**config.mk**
```make
export PLATFORM = sky130hd
export DESIGN_NAME = burst_trigger_decoder
export DESIGN_NICKNAME = d
export VERILOG_FILES = /design/src/rtl/burst_trigger_pkg.sv /design/src/rtl/burst_sequence_checker.sv /design/src/rtl/burst_timestamp_counter.sv /design/src/rtl/burst_trigger_decoder.sv
export VERILOG_INCLUDE_DIRS = /design/src /design/src/rtl
export SDC_FILE = /design/constraint.sdc
export NUM_CORES = 1
export LEC_CHECK = 0
export BUFFER_PORTS_ARGS = -buffer_cell sky130_fd_sc_hd__buf_2
export CAP_MARGIN = 20
export CORE_ASPECT_RATIO = 1.5
export CORE_MARGIN = 4
export CORE_UTILIZATION = 52
export DETAILED_ROUTE_END_ITERATION = 16
export HOLD_SLACK_MARGIN = 0.12
export PLACE_DENSITY = 0.75
export REMOVE_ABC_BUFFERS = 1
export SLEW_MARGIN = 5
export SYNTH_ARGS = -nofsm -noshare
export SYNTH_HDL_FRONTEND = slang
export SYNTH_HIERARCHICAL = 1
export SYNTH_SLANG_ARGS = --single-unit
export TNS_END_PERCENT = 50
```
**constraint.sdc**
```tcl
create_clock -name ref_clk_i -period 5.3 [get_ports ref_clk_i]
set_input_delay 0.265 -clock ref_clk_i [delete_from_list [all_inputs] [get_ports ref_clk_i]]
set_output_delay 0.265 -clock ref_clk_i [all_outputs]
set_load 0.005 [all_outputs]
```
**src/rtl/burst_trigger_regs.svh**
```systemverilog
`ifndef BURST_TRIGGER_REGS_SVH
`define BURST_TRIGGER_REGS_SVH

// Register bus geometry
`define BT_ADDR_W 8
`define BT_DATA_W 32

// Register byte offsets
`define BT_REG_CTRL 8'h00
`define BT_REG_STATUS 8'h04
`define BT_REG_COARSE_OFS 8'h08
`define BT_REG_BURST_CYCLES 8'h0C
`define BT_REG_EOB_TS 8'h10
`define BT_REG_TRIG_COUNT 8'h14
`define BT_REG_LAST_TS 8'h18

// Control fields
`define BT_CTRL_OFS_LSB 0
`define BT_CTRL_OFS_MSB 11
`define BT_CTRL_CALIB_EN 16
`define BT_CTRL_ERR_REQ 17
`define BT_CTRL_RESET 32'h0001_0000
`define BT_COARSE_OFS_RESET 20'h0_0000

// Status fields
`define BT_STAT_TAKING 0
`define BT_STAT_ACTIVE 1
`define BT_STAT_SEQ_ERR 2
`define BT_STAT_UNKNOWN 3
`define BT_STAT_CHOKE 4
`define BT_STAT_ERROR 5
`define BT_STAT_AWAIT 6

// Timestamp layout
`define BT_FINE_W 12
`define BT_COARSE_W 20
`define BT_TS_W 32

// Broadcast word layout and burst codes (bunch bit 1, event bit 0)
`define BT_BURST_START 2'h3
`define BT_BURST_END 2'h2

// Trigger type codes
`define BT_TYPE_SYNC 6'h20
`define BT_TYPE_SOB 6'h22
`define BT_TYPE_EOB 6'h23
`define BT_TYPE_CHOKE_ON 6'h24
`define BT_TYPE_CHOKE_OFF 6'h25
`define BT_TYPE_ERR_ON 6'h26
`define BT_TYPE_ERR_OFF 6'h2F
`define BT_TYPE_MONITOR 6'h28
`define BT_TYPE_RANDOM_PFX 5'h16
`define BT_TYPE_CALIB_PFX 2'h3

`endif
```
**src/rtl/burst_trigger_pkg.sv**
```systemverilog
package burst_trigger_pkg;

  // Answer frame kinds sent per trigger
  typedef enum logic [2:0] {
    FRAME_EVENT,
    FRAME_SYNC,
    FRAME_SPECIAL,
    FRAME_EOB,
    FRAME_MONITOR,
    FRAME_EMPTY
  } frame_kind_type;

  // Trigger pulse / type pairing
  typedef enum logic [0:0] {
    ST_IDLE,
    ST_AWAIT_TYPE
  } decode_state_type;

endpackage

```
**src/rtl/burst_sequence_checker.sv**
```systemverilog
`timescale 1ns/10ps
`include "burst_trigger_regs.svh"

module burst_sequence_checker (
  input wire logic ref_clk_i,
  input wire logic rst_n_i,
  input wire logic cmd_valid_i,
  input wire logic [1:0] cmd_i,
  input wire logic clear_error_i,
  output logic start_o,
  output logic end_o,
  output logic burst_active_o,
  output logic seq_error_o
);

  logic is_start;
  logic is_end;

  // Reserved code 01 and 00 carry no burst command
  assign is_start = cmd_valid_i && (cmd_i == `BT_BURST_START);
  assign is_end = cmd_valid_i && (cmd_i == `BT_BURST_END);
  assign start_o = is_start;
  assign end_o = is_end && burst_active_o;

  // A repeated start still opens a fresh burst so counters do not run away
  always_ff @(posedge ref_clk_i) begin
    if (!rst_n_i) begin
      burst_active_o <= 1'b0;
    end else if (is_start) begin
      burst_active_o <= 1'b1;
    end else if (is_end) begin
      burst_active_o <= 1'b0;
    end
  end

  // Out-of-order command marks the burst lost; a new error beats the clear
  always_ff @(posedge ref_clk_i) begin
    if (!rst_n_i) begin
      seq_error_o <= 1'b0;
    end else if ((is_start && burst_active_o) || (is_end && !burst_active_o)) begin
      seq_error_o <= 1'b1;
    end else if (clear_error_i) begin
      seq_error_o <= 1'b0;
    end
  end

endmodule

```
**src/rtl/burst_timestamp_counter.sv**
```systemverilog
`timescale 1ns/10ps
`include "burst_trigger_regs.svh"

module burst_timestamp_counter #(
  parameter int FINE_W = `BT_FINE_W,
  parameter int COARSE_W = `BT_COARSE_W
) (
  input wire logic ref_clk_i,
  input wire logic rst_n_i,
  input wire logic [FINE_W-1:0] fine_i,
  input wire logic start_i,
  input wire logic active_i,
  input wire logic [COARSE_W-1:0] coarse_offset_i,
  input wire logic [FINE_W-1:0] fine_offset_i,
  output logic [FINE_W+COARSE_W-1:0] timestamp_o,
  output logic [31:0] burst_cycles_o
);

  logic [FINE_W-1:0] fine_prev;
  logic [COARSE_W-1:0] coarse;
  logic fine_wrap;
  logic fine_step;

  // Fine count wrap is the divided master clock stepping the coarse count
  assign fine_wrap = fine_prev[FINE_W-1] & ~fine_i[FINE_W-1];
  assign fine_step = (fine_i != fine_prev);

  always_ff @(posedge ref_clk_i) begin
    if (!rst_n_i) begin
      fine_prev <= '0;
    end else begin
      fine_prev <= fine_i;
    end
  end

  // Coarse count, preloaded at burst start with the coarse offset register
  always_ff @(posedge ref_clk_i) begin
    if (!rst_n_i) begin
      coarse <= '0;
    end else if (start_i) begin
      coarse <= coarse_offset_i;
    end else if (fine_wrap) begin
      coarse <= coarse + 1'b1;
    end
  end

  // Experiment clock cycles seen inside the burst
  always_ff @(posedge ref_clk_i) begin
    if (!rst_n_i) begin
      burst_cycles_o <= '0;
    end else if (start_i) begin
      burst_cycles_o <= '0;
    end else if (active_i && fine_step) begin
      burst_cycles_o <= burst_cycles_o + 32'h0000_0001;
    end
  end

  // Full stamp minus the local fibre correction; the wrap cycle carries early so no stamp goes back
  always_ff @(posedge ref_clk_i) begin
    if (!rst_n_i) begin
      timestamp_o <= '0;
    end else begin
      timestamp_o <= {coarse + fine_wrap, fine_i} - {{COARSE_W{1'b0}}, fine_offset_i};
    end
  end

endmodule

```
**src/rtl/burst_trigger_decoder.sv**
```systemverilog
//Operation
// - Trigger is one-period pulse; time from it
// - Burst start clears local timestamp counters
// - Apply extra per-detector fine offset locally
// - Fine stamp twelve bits, wraps each 4096
// - Coarse count above fine, preloaded offset
// - Type word follows pulse, pairs with it
// - Broadcast: low two burst bits, six type
// - Top bit clear: physics, read event data
// - Sync type answers with event-shaped frame
// - Start type enables taking, special frame
// - End type disables taking, end data
// - Choke and error types get special frame
// - Monitoring type sends monitoring frame
// - Random and calibration read data per type
// - Every trigger answered, empty if unhandled
// - End frame carries stats and end stamp
// - Burst bits: 11 start, 10 end, 01 reserved
// - Out-of-order burst command is serious error
// - Count clock cycles from start to end
// - Thirty-two bit burst cycle counter
// - Hold choke/error until matching acknowledge type
// - One continuous experiment clock times all
`timescale 1ns/10ps
`include "burst_trigger_regs.svh"

module burst_trigger_decoder #(
  parameter int FINE_W = `BT_FINE_W,
  parameter int COARSE_W = `BT_COARSE_W
) (
  input wire logic ref_clk_i,
  input wire logic rst_n_i,
  input wire logic trig_pulse_i,
  input wire logic [FINE_W-1:0] fine_ts_i,
  input wire logic bcast_strobe_i,
  input wire logic [7:0] bcast_word_i,
  input wire logic choke_req_i,
  input wire logic error_req_i,
  input wire logic [`BT_ADDR_W-1:0] reg_addr_i,
  input wire logic [`BT_DATA_W-1:0] reg_wdata_i,
  input wire logic reg_wr_i,
  input wire logic reg_rd_i,
  output logic [`BT_DATA_W-1:0] reg_rdata_o,
  output logic frame_valid_o,
  output logic [2:0] frame_kind_o,
  output logic [5:0] frame_type_o,
  output logic [FINE_W+COARSE_W-1:0] frame_ts_o,
  output logic [31:0] frame_cycles_o,
  output logic [FINE_W+COARSE_W-1:0] frame_eob_ts_o,
  output logic [31:0] frame_trig_count_o,
  output logic data_taking_o,
  output logic choke_o,
  output logic error_o
);

  localparam int TS_W = FINE_W + COARSE_W;
  localparam int SYNC_W = FINE_W + 10;

  logic [SYNC_W-1:0] sync_meta;
  logic [SYNC_W-1:0] sync_line;
  logic trig_prev;
  logic strobe_prev;
  logic trig_rise;
  logic strobe_rise;
  logic [FINE_W-1:0] fine_sync;
  logic [7:0] word_sync;
  logic [5:0] type_field;
  logic [1:0] burst_field;

  logic [`BT_DATA_W-1:0] ctrl;
  logic [COARSE_W-1:0] coarse_ofs;
  logic burst_start;
  logic burst_end;
  logic burst_active;
  logic seq_error;
  logic clear_seq;
  logic [TS_W-1:0] timestamp;
  logic [31:0] burst_cycles;
  logic [TS_W-1:0] eob_ts;
  logic [31:0] trig_count;
  logic [TS_W-1:0] pending_ts;
  logic unknown_type;
  logic choke_acked;
  logic error_acked;
  logic error_cause;
  burst_trigger_pkg::decode_state_type state;
  burst_trigger_pkg::decode_state_type next_state;
  logic type_taken;
  logic orphan;
  burst_trigger_pkg::frame_kind_type next_kind;
  logic next_unknown;

  // Pins from the timing receiver cross two flip-flops first.
  // Fine count may tear while it steps; a single bad sample only moves one stamp.
  always_ff @(posedge ref_clk_i) begin
    if (!rst_n_i) begin
      sync_meta <= '0;
      sync_line <= '0;
    end else begin
      sync_meta <= {trig_pulse_i, bcast_strobe_i, bcast_word_i, fine_ts_i};
      sync_line <= sync_meta;
    end
  end

  assign fine_sync = sync_line[FINE_W-1:0];
  assign word_sync = sync_line[FINE_W+7:FINE_W];

  // Edge history reads only the second stage
  always_ff @(posedge ref_clk_i) begin
    if (!rst_n_i) begin
      trig_prev <= 1'b0;
      strobe_prev <= 1'b0;
    end else begin
      trig_prev <= sync_line[SYNC_W-1];
      strobe_prev <= sync_line[SYNC_W-2];
    end
  end

  // A pulse of one experiment period gives exactly one rising edge
  assign trig_rise = sync_line[SYNC_W-1] & ~trig_prev;
  assign strobe_rise = sync_line[SYNC_W-2] & ~strobe_prev;
  assign type_field = word_sync[7:2];
  assign burst_field = word_sync[1:0];

  // Burst command sequence and timestamp keeping
  burst_sequence_checker u_seq (
    .ref_clk_i(ref_clk_i),
    .rst_n_i(rst_n_i),
    .cmd_valid_i(strobe_rise),
    .cmd_i(burst_field),
    .clear_error_i(clear_seq),
    .start_o(burst_start),
    .end_o(burst_end),
    .burst_active_o(burst_active),
    .seq_error_o(seq_error)
  );

  burst_timestamp_counter #(
    .FINE_W(FINE_W),
    .COARSE_W(COARSE_W)
  ) u_ts (
    .ref_clk_i(ref_clk_i),
    .rst_n_i(rst_n_i),
    .fine_i(fine_sync),
    .start_i(burst_start),
    .active_i(burst_active),
    .coarse_offset_i(coarse_ofs),
    .fine_offset_i(ctrl[`BT_CTRL_OFS_MSB:`BT_CTRL_OFS_LSB]),
    .timestamp_o(timestamp),
    .burst_cycles_o(burst_cycles)
  );

  // Type decode: which answer frame each type gets
  always_comb begin
    next_kind = burst_trigger_pkg::FRAME_EMPTY;
    next_unknown = 1'b0;
    if (!type_field[5]) begin
      next_kind = burst_trigger_pkg::FRAME_EVENT;
    end else if (type_field[5:4] == `BT_TYPE_CALIB_PFX) begin
      // Calibration for another detector may be answered empty
      next_kind = ctrl[`BT_CTRL_CALIB_EN] ? burst_trigger_pkg::FRAME_EVENT
                                           : burst_trigger_pkg::FRAME_EMPTY;
    end else if (type_field[5:1] == `BT_TYPE_RANDOM_PFX) begin
      next_kind = burst_trigger_pkg::FRAME_EVENT;
    end else begin
      case (type_field)
        `BT_TYPE_SYNC: begin
          next_kind = burst_trigger_pkg::FRAME_SYNC;
        end
        `BT_TYPE_SOB: begin
          next_kind = burst_trigger_pkg::FRAME_SPECIAL;
        end
        `BT_TYPE_EOB: begin
          next_kind = burst_trigger_pkg::FRAME_EOB;
        end
        `BT_TYPE_CHOKE_ON, `BT_TYPE_CHOKE_OFF, `BT_TYPE_ERR_ON, `BT_TYPE_ERR_OFF: begin
          next_kind = burst_trigger_pkg::FRAME_SPECIAL;
        end
        `BT_TYPE_MONITOR: begin
          next_kind = burst_trigger_pkg::FRAME_MONITOR;
        end
        default: begin
          next_kind = burst_trigger_pkg::FRAME_EMPTY;
          next_unknown = 1'b1;
        end
      endcase
    end
  end

  // Pairing of pulse and following type word
  assign type_taken = (state == burst_trigger_pkg::ST_AWAIT_TYPE) && strobe_rise;
  assign orphan = (state == burst_trigger_pkg::ST_AWAIT_TYPE) && trig_rise && !strobe_rise;

  always_comb begin
    case (state)
      burst_trigger_pkg::ST_IDLE: begin
        next_state = trig_rise ? burst_trigger_pkg::ST_AWAIT_TYPE : burst_trigger_pkg::ST_IDLE;
      end
      burst_trigger_pkg::ST_AWAIT_TYPE: begin
        if (trig_rise) begin
          next_state = burst_trigger_pkg::ST_AWAIT_TYPE;
        end else if (strobe_rise) begin
          next_state = burst_trigger_pkg::ST_IDLE;
        end else begin
          next_state = burst_trigger_pkg::ST_AWAIT_TYPE;
        end
      end
      default: begin
        next_state = burst_trigger_pkg::ST_IDLE;
      end
    endcase
  end

  always_ff @(posedge ref_clk_i) begin
    if (!rst_n_i) begin
      state <= burst_trigger_pkg::ST_IDLE;
    end else begin
      state <= next_state;
    end
  end

  // Stamp taken in the cycle of the pulse edge; a type in the same cycle belongs to the older pulse
  always_ff @(posedge ref_clk_i) begin
    if (!rst_n_i) begin
      pending_ts <= '0;
    end else if (trig_rise) begin
      pending_ts <= timestamp;
    end
  end

  // Answer frame: typed, or empty when a new pulse arrives before the type
  always_ff @(posedge ref_clk_i) begin
    if (!rst_n_i) begin
      frame_valid_o <= 1'b0;
      frame_kind_o <= burst_trigger_pkg::FRAME_EMPTY;
      frame_type_o <= '0;
      frame_ts_o <= '0;
    end else begin
      frame_valid_o <= type_taken || orphan;
      if (type_taken) begin
        frame_kind_o <= next_kind;
        frame_type_o <= type_field;
        frame_ts_o <= pending_ts;
      end else if (orphan) begin
        frame_kind_o <= burst_trigger_pkg::FRAME_EMPTY;
        frame_type_o <= '0;
        frame_ts_o <= pending_ts;
      end
    end
  end

  // Burst statistics latched on every typed frame (orphan empty frames keep the last ones), meaningful on the end frame
  always_ff @(posedge ref_clk_i) begin
    if (!rst_n_i) begin
      frame_cycles_o <= '0;
      frame_eob_ts_o <= '0;
      frame_trig_count_o <= '0;
    end else if (type_taken) begin
      frame_cycles_o <= burst_cycles;
      frame_eob_ts_o <= eob_ts;
      frame_trig_count_o <= trig_count;
    end
  end

  // Stamp at the hardware end command, kept for the end frame
  always_ff @(posedge ref_clk_i) begin
    if (!rst_n_i) begin
      eob_ts <= '0;
    end else if (burst_end) begin
      eob_ts <= timestamp;
    end
  end

  // Triggers seen since the last burst start, ends included
  always_ff @(posedge ref_clk_i) begin
    if (!rst_n_i) begin
      trig_count <= '0;
    end else if (burst_start) begin
      trig_count <= '0;
    end else if (trig_rise) begin
      trig_count <= trig_count + 32'h0000_0001;
    end
  end

  // Data-taking window follows the start and end trigger types
  always_ff @(posedge ref_clk_i) begin
    if (!rst_n_i) begin
      data_taking_o <= 1'b0;
    end else if (type_taken && type_field == `BT_TYPE_SOB) begin
      data_taking_o <= 1'b1;
    end else if (type_taken && type_field == `BT_TYPE_EOB) begin
      data_taking_o <= 1'b0;
    end
  end

  // Sticky unknown type flag; a new event wins over the clear
  always_ff @(posedge ref_clk_i) begin
    if (!rst_n_i) begin
      unknown_type <= 1'b0;
    end else if (type_taken && next_unknown) begin
      unknown_type <= 1'b1;
    end else if (reg_wr_i && reg_addr_i == `BT_REG_STATUS && reg_wdata_i[`BT_STAT_UNKNOWN]) begin
      unknown_type <= 1'b0;
    end
  end

  assign clear_seq = reg_wr_i && (reg_addr_i == `BT_REG_STATUS) && reg_wdata_i[`BT_STAT_SEQ_ERR];
  assign error_cause = error_req_i | ctrl[`BT_CTRL_ERR_REQ] | seq_error;

  // Choke stays up until acknowledged, even if the cause has gone
  always_ff @(posedge ref_clk_i) begin
    if (!rst_n_i) begin
      choke_o <= 1'b0;
      choke_acked <= 1'b0;
    end else if (choke_req_i) begin
      choke_o <= 1'b1;
      if (choke_o && type_taken && type_field == `BT_TYPE_CHOKE_ON) begin
        choke_acked <= 1'b1;
      end
    end else if (choke_o && (choke_acked || (type_taken && type_field == `BT_TYPE_CHOKE_ON))) begin
      choke_o <= 1'b0;
      choke_acked <= 1'b0;
    end
  end

  // Error line held the same way against the error-on acknowledge
  always_ff @(posedge ref_clk_i) begin
    if (!rst_n_i) begin
      error_o <= 1'b0;
      error_acked <= 1'b0;
    end else if (error_cause) begin
      error_o <= 1'b1;
      if (error_o && type_taken && type_field == `BT_TYPE_ERR_ON) begin
        error_acked <= 1'b1;
      end
    end else if (error_o && (error_acked || (type_taken && type_field == `BT_TYPE_ERR_ON))) begin
      error_o <= 1'b0;
      error_acked <= 1'b0;
    end
  end

  // Software writable settings
  always_ff @(posedge ref_clk_i) begin
    if (!rst_n_i) begin
      ctrl <= `BT_CTRL_RESET;
      coarse_ofs <= `BT_COARSE_OFS_RESET;
    end else if (reg_wr_i) begin
      if (reg_addr_i == `BT_REG_CTRL) begin
        ctrl <= reg_wdata_i;
      end
      if (reg_addr_i == `BT_REG_COARSE_OFS) begin
        coarse_ofs <= reg_wdata_i[COARSE_W-1:0];
      end
    end
  end

  // Read data valid only in the cycle after the strobe; unmapped reads zero
  always_ff @(posedge ref_clk_i) begin
    if (!rst_n_i) begin
      reg_rdata_o <= '0;
    end else if (reg_rd_i) begin
      case (reg_addr_i)
        `BT_REG_CTRL: begin
          reg_rdata_o <= ctrl;
        end
        `BT_REG_STATUS: begin
          reg_rdata_o <= '0;
          reg_rdata_o[`BT_STAT_TAKING] <= data_taking_o;
          reg_rdata_o[`BT_STAT_ACTIVE] <= burst_active;
          reg_rdata_o[`BT_STAT_SEQ_ERR] <= seq_error;
          reg_rdata_o[`BT_STAT_UNKNOWN] <= unknown_type;
          reg_rdata_o[`BT_STAT_CHOKE] <= choke_o;
          reg_rdata_o[`BT_STAT_ERROR] <= error_o;
          reg_rdata_o[`BT_STAT_AWAIT] <= (state == burst_trigger_pkg::ST_AWAIT_TYPE);
        end
        `BT_REG_COARSE_OFS: begin
          reg_rdata_o <= {{(`BT_DATA_W-COARSE_W){1'b0}}, coarse_ofs};
        end
        `BT_REG_BURST_CYCLES: begin
          reg_rdata_o <= burst_cycles;
        end
        `BT_REG_EOB_TS: begin
          reg_rdata_o <= eob_ts[`BT_DATA_W-1:0];
        end
        `BT_REG_TRIG_COUNT: begin
          reg_rdata_o <= trig_count;
        end
        `BT_REG_LAST_TS: begin
          reg_rdata_o <= pending_ts[`BT_DATA_W-1:0];
        end
        default: begin
          reg_rdata_o <= '0;
        end
      endcase
    end else begin
      reg_rdata_o <= '0;
    end
  end

endmodule

```
After elaboration in Yosys (flattened, before gate mapping)
Cells that the tools add are included.
Cells by class
  add/subtract/negate cells: 5
  equality and inequality tests: 21
  mux-type cells: 38
  bitwise operators: 10
  reductions and logical operators: 46
Operator list (number)
  $pmux W32 S7: 1
  $add A32 B1 Y32 const B: 2
  $mux W32: 2
  $eq A6 B6 Y1 const B: 8
  $mux W20: 2
  $sub A32 B12 Y32: 1
  $eq A8 B5 Y1 const B: 3
  $logic_and A1 B1 Y1: 23
  $mux W1: 23
  $add A20 B1 Y20: 1
  $add A20 B1 Y20 const B: 1
  $mux W3: 6
  $eq A8 B4 Y1 const B: 2
  $reduce_bool A2 Y1: 8
  $mux W6: 2
  $ne A12 B12 Y1: 1
  $pmux W3 S4: 1
  $reduce_and A2 Y1: 5
  $eq A8 B3 Y1 const B: 1
  $logic_not A8 Y1: 1
  $reduce_or A8 Y1: 1
  $eq A2 B2 Y1 const B: 3
  $eq A5 B5 Y1 const B: 1
  $not A1 Y1: 5
  8 further kinds: 16
Storage, ports and cells
  register bits after elaboration: 469
  output and inout bits: 173

Logic depth before layout (Yosys ltp)
  depth in word-level cells: 8
  depth in mapped cells: 11
  gate-level depth less buffers: 11

Modules after synthesis
The synthesis kept the hierarchy.
By module, submodules not included
  burst_trigger_decoder: instances 1, cells an instance 1679, area an instance 14151.1 um^2, seq. area each 7427.1 um^2
  burst_timestamp_counter: instances 1, cells an instance 654, area an instance 5427.7 um^2, seq. area each 1921.8 um^2
  burst_sequence_checker: instances 1, cells an instance 12, area an instance 112.6 um^2, seq. area each 40.0 um^2

Worst setup path before layout
No wires, ideal clock.
  path type: register -> register
  start point: register sync_line[0]
  end point: register u_ts.timestamp_o[30]
  data arrival time: 2.478 ns
  required time: 5.172 ns
  path slack: 2.694 ns
  stages on the path, launching flop included: 12
  buffers on the path: 0
  period minus slack after synthesis: 2.606 ns
  cell sequence: dfxtp_1 inv_1 ha_1 inv_1 fa_1 a211oi_1 o21ai_1 a221oi_2 nand4_2 nor4b_2 xor2_1 nor2_1
On the way
  word-level cells in the longest chain between the ends: 1
Ends and longest elaborated chain
  start: declaration: line burst_trigger_decoder.sv:60  | logic [SYNC_W-1:0] sync_line;
  start signal: assignment: line burst_trigger_decoder.sv:101  | sync_line <= sync_meta;
  $sub A32 B12 Y32: line burst_timestamp_counter.sv:63  | timestamp_o <= {coarse + fine_wrap, fine_i} - {{COARSE_W{1'b0}}, fine_offset_i};
  end signal: assignment: line burst_timestamp_counter.sv:63
  end: declaration: line burst_timestamp_counter.sv:15  | output logic [FINE_W+COARSE_W-1:0] timestamp_o,
Every way passes these cells.
A chain may end at the register's enable or synchronous reset.

Worst setup path after layout
  start point: register ctrl[1]
  end point: register u_ts.timestamp_o[31]
On the way
  word-level cells in the longest chain between the ends: 1
Ends and longest elaborated chain
  start: declaration: line burst_trigger_decoder.sv:70  | logic [`BT_DATA_W-1:0] ctrl;
  start signal: assignment: line burst_trigger_decoder.sv:345  | ctrl <= `BT_CTRL_RESET;
  start signal: assignment: line burst_trigger_decoder.sv:349  | ctrl <= reg_wdata_i;
  $sub A32 B12 Y32: line burst_timestamp_counter.sv:63
Every way passes these cells.

==> impl_results.md <==
* Status: finished clean
* Vias in the first global route at 16.8k
* Tot Pwr at 7.21 mW
* Fin Hold WS at 177 ps
* Die area at 0.0411 mm²
* Detailed Place HPWL at 42,100 µm
* Cell taking the most area after synthesis: dfxtp_1
* Top Ports at 241
* Global-route wire length before repair at 92,200 µm
* Row cnt at 87
* Slew HR at 30.0%
* Yosys top cell area share at 47.7%
* Post-synthesis sequential element count at 469
* DRT iter0 DRCs at 1,498
* Routed vias at 17.6k
* Leakage at 8.63 nW
* Peak VDD IR at 0.285 mV
* Syn Area/Cell at 8.40 µm²
* Placer Congestion at 0.940
* # resized after CTS at 0
* Total global-route track usage at 27.7%
* Post-synth EDFFs at 0
* CTS sink cnt at 469
* Post-DRT Antenna Nets at 0
* CP Class: register to register
* Leading cell types by count after synthesis: 518 x nand2_1, 469 x dfxtp_1, 289 x a21oi_1
* Die width at 167 µm
* Final Max Tran Viols at 0
* Count leader, synth: nand2_1
* Initial Utilization at 52.4%
* Largest net degree at the start of global routing at 133
* Wire per inst at 19.4 µm
* Placed instance count at 2,935
* Post-Layout Cell Count at 3,070
* PortBufs at 240
* Initial antenna violation count at 3
* DRC violations left at 0
* Die Y at 246 µm
* Synthesis-to-finish area growth at 17.4%
* Nets at 2,635
* Clk root buf: clkbuf_16
* Pwr/cell area at 312 mW/mm²
* Area contributors post-synth: dfxtp_1 48%, nand2_1 9.9%, a21oi_1 7.3%, mux2i_1 3.7%, nor2_1 3.4%
* Syn Inst Count at 2,345
* Fmax at 327 MHz
* H-tree depth at 2
* Register area share after synthesis at 47.7%
* Startpoint Class: register
* CP endpoint kind: register
* Final period utilization at 57.7%
* Share of layout cells above drive strength 1 at 14.8%
* Worst-Margin Slew at 1050 ps
* Ys async rst share at 0%
* Clock latency on the worst-skew pair at 570 ps
* TNS Setup at 0 ps
* Top_reg_cell synth: dfxtp_1
* RSZ-0062 raised after global routing: false
* Grt ovf at 0
* Worst Path Max Fanout at 4
* Buffer count from post-CTS setup fixing at 0
* Vias per cell at 5.74
* Hold/Removal Path Class: input pin to register
* WP data required at 5760 ps
* Total CTS buffers at 43
* Yosys cell types at 74
* CTS tree: done
* Final wirelength at 59,700 µm
* Crit path DAT at 3520 ps
* Bufs on Longest Clock Path at 3
* Worst Skew at 27.0 ps
* TritonRoute pass-1 iters at 5
* Setup-failing EPs final at 0
* Max_cap viols at 0
* Min Tclk post-route at 3060 ps
* Final hold vios at 0
* Syn. warnings at 6
* CORE AREA at 0.0376 mm²
* Clock transition at path regs at 60 ps
* Syn Std Cell Area at 0.0197 mm²
==> worst paths after layout <==
path / startpoint / end / slack (ps) / cells after the start
worst min-delay path: rst_n_i / ctrl[16] / 180 / 2
worst max-delay path: ctrl[1] / u_ts/timestamp_o[31] / 2240 / 9
worst min register to register: sync_meta[16] / sync_line[16] / 430 / 1
worst max register to register: ctrl[1] / u_ts/timestamp_o[31] / 2240 / 9
==> layout by cell type (no fill, tap or decap), types with 20 or more instances in the layout <==
master         Yosys  routed
buf_2             20     240
and2_1            70      69
dfxtp_1          469     469
a21oi_1          289     289
o21ai_0           26      26
nand3_1           38      38
dlygate4sd3_1      0      56
buf_4              1      23
nand4_1           35      35
clkbuf_16          0      43
or3_1             20      20
nor2_1           179     179
a22oi_1           25      25
mux2i_1           72      72
xor2_1            43      43
xnor2_1           67      67
inv_1             29      28
nor3_1            24      23
nand2_1          518     518
a22o_1            31      31
==> where the power goes <==
| part | internal [mW] | switching, mW | total (mW) |
|---|---|---|---|
| clock | 1.85 | 1.37 | 3.22 |
| sequential | 3.58 | 0.0368 | 3.61 |
| combinational | 0.148 | 0.227 | 0.375 |
| total | 5.57 | 1.64 | 7.21 |
==> worst max-delay path, stage by stage, from the launching register on <==
cell and delay (ps):
dfxtp_1 360, inv_1 90, ha_1 270, nor2b_1 150
o2111ai_1 240, a211oi_1 610, o2111ai_1 440, and4bb_2 420
a31o_2 250, a21oi_1 120
==> per-layer routing <==
metal / vias up / routed length (µm) / track usage (%)
met5: - / 0 / 0
li1: 8406 / - / -
met1: 8380 / 23100 / 33.3
met4: 0 / 3410 / 14.4
met3: 149 / 3660 / 3.47
met2: 672 / 29500 / 48.4
==> kinds of logic after synthesis <==
logic type                 after synthesis  share of synthesized area [%]
buffers and inverters                  192                           3.85
and+or+nand+nor                       1000                           23.6
AOI/OAI and AO/OA                      474                           14.5
adders and majority gates               19                           1.25
xor gates and xnor gates               110                           4.89
DFF                                    469                           47.7
muxes                                   81                           4.17
==> layout make-up <==
| type | instances | area, µm² |
|---|---|---|
| inverters | 30 | 118 |
| clock buffers | 58 | 1200 |
| multi-input cells | 1684 | 9600 |
| fillers | 3239 | 14400 |
| repair buffers | 320 | 1950 |
| well taps | 489 | 612 |
| diodes | 3 | 7.51 |
| clock inverters | 17 | 240 |
| flip-flops and latches | 469 | 9390 |
==> metrics by stage <==
| stage | cell area [µm²] | worst slack [ps] | utilization (%) |
|---|---|---|---|
| floorplan | 19000 | 909 | - |
| global placement | 21100 | 2240 | 56.2 |
| detailed placement | 21100 | 2100 | 56.2 |
| CTS | 23100 | 2260 | 61.5 |
| global route | 23100 | 1900 | 61.5 |
| finish | 23100 | 2240 | 61.5 |
==> what timing repair did <==
item	4_1_cts	5_1_grt
endpoints found under the setup margin	0	0
hold endpoints to repair	79	0
hold buffers	56	0
Power figures use the tool's default switching activity.
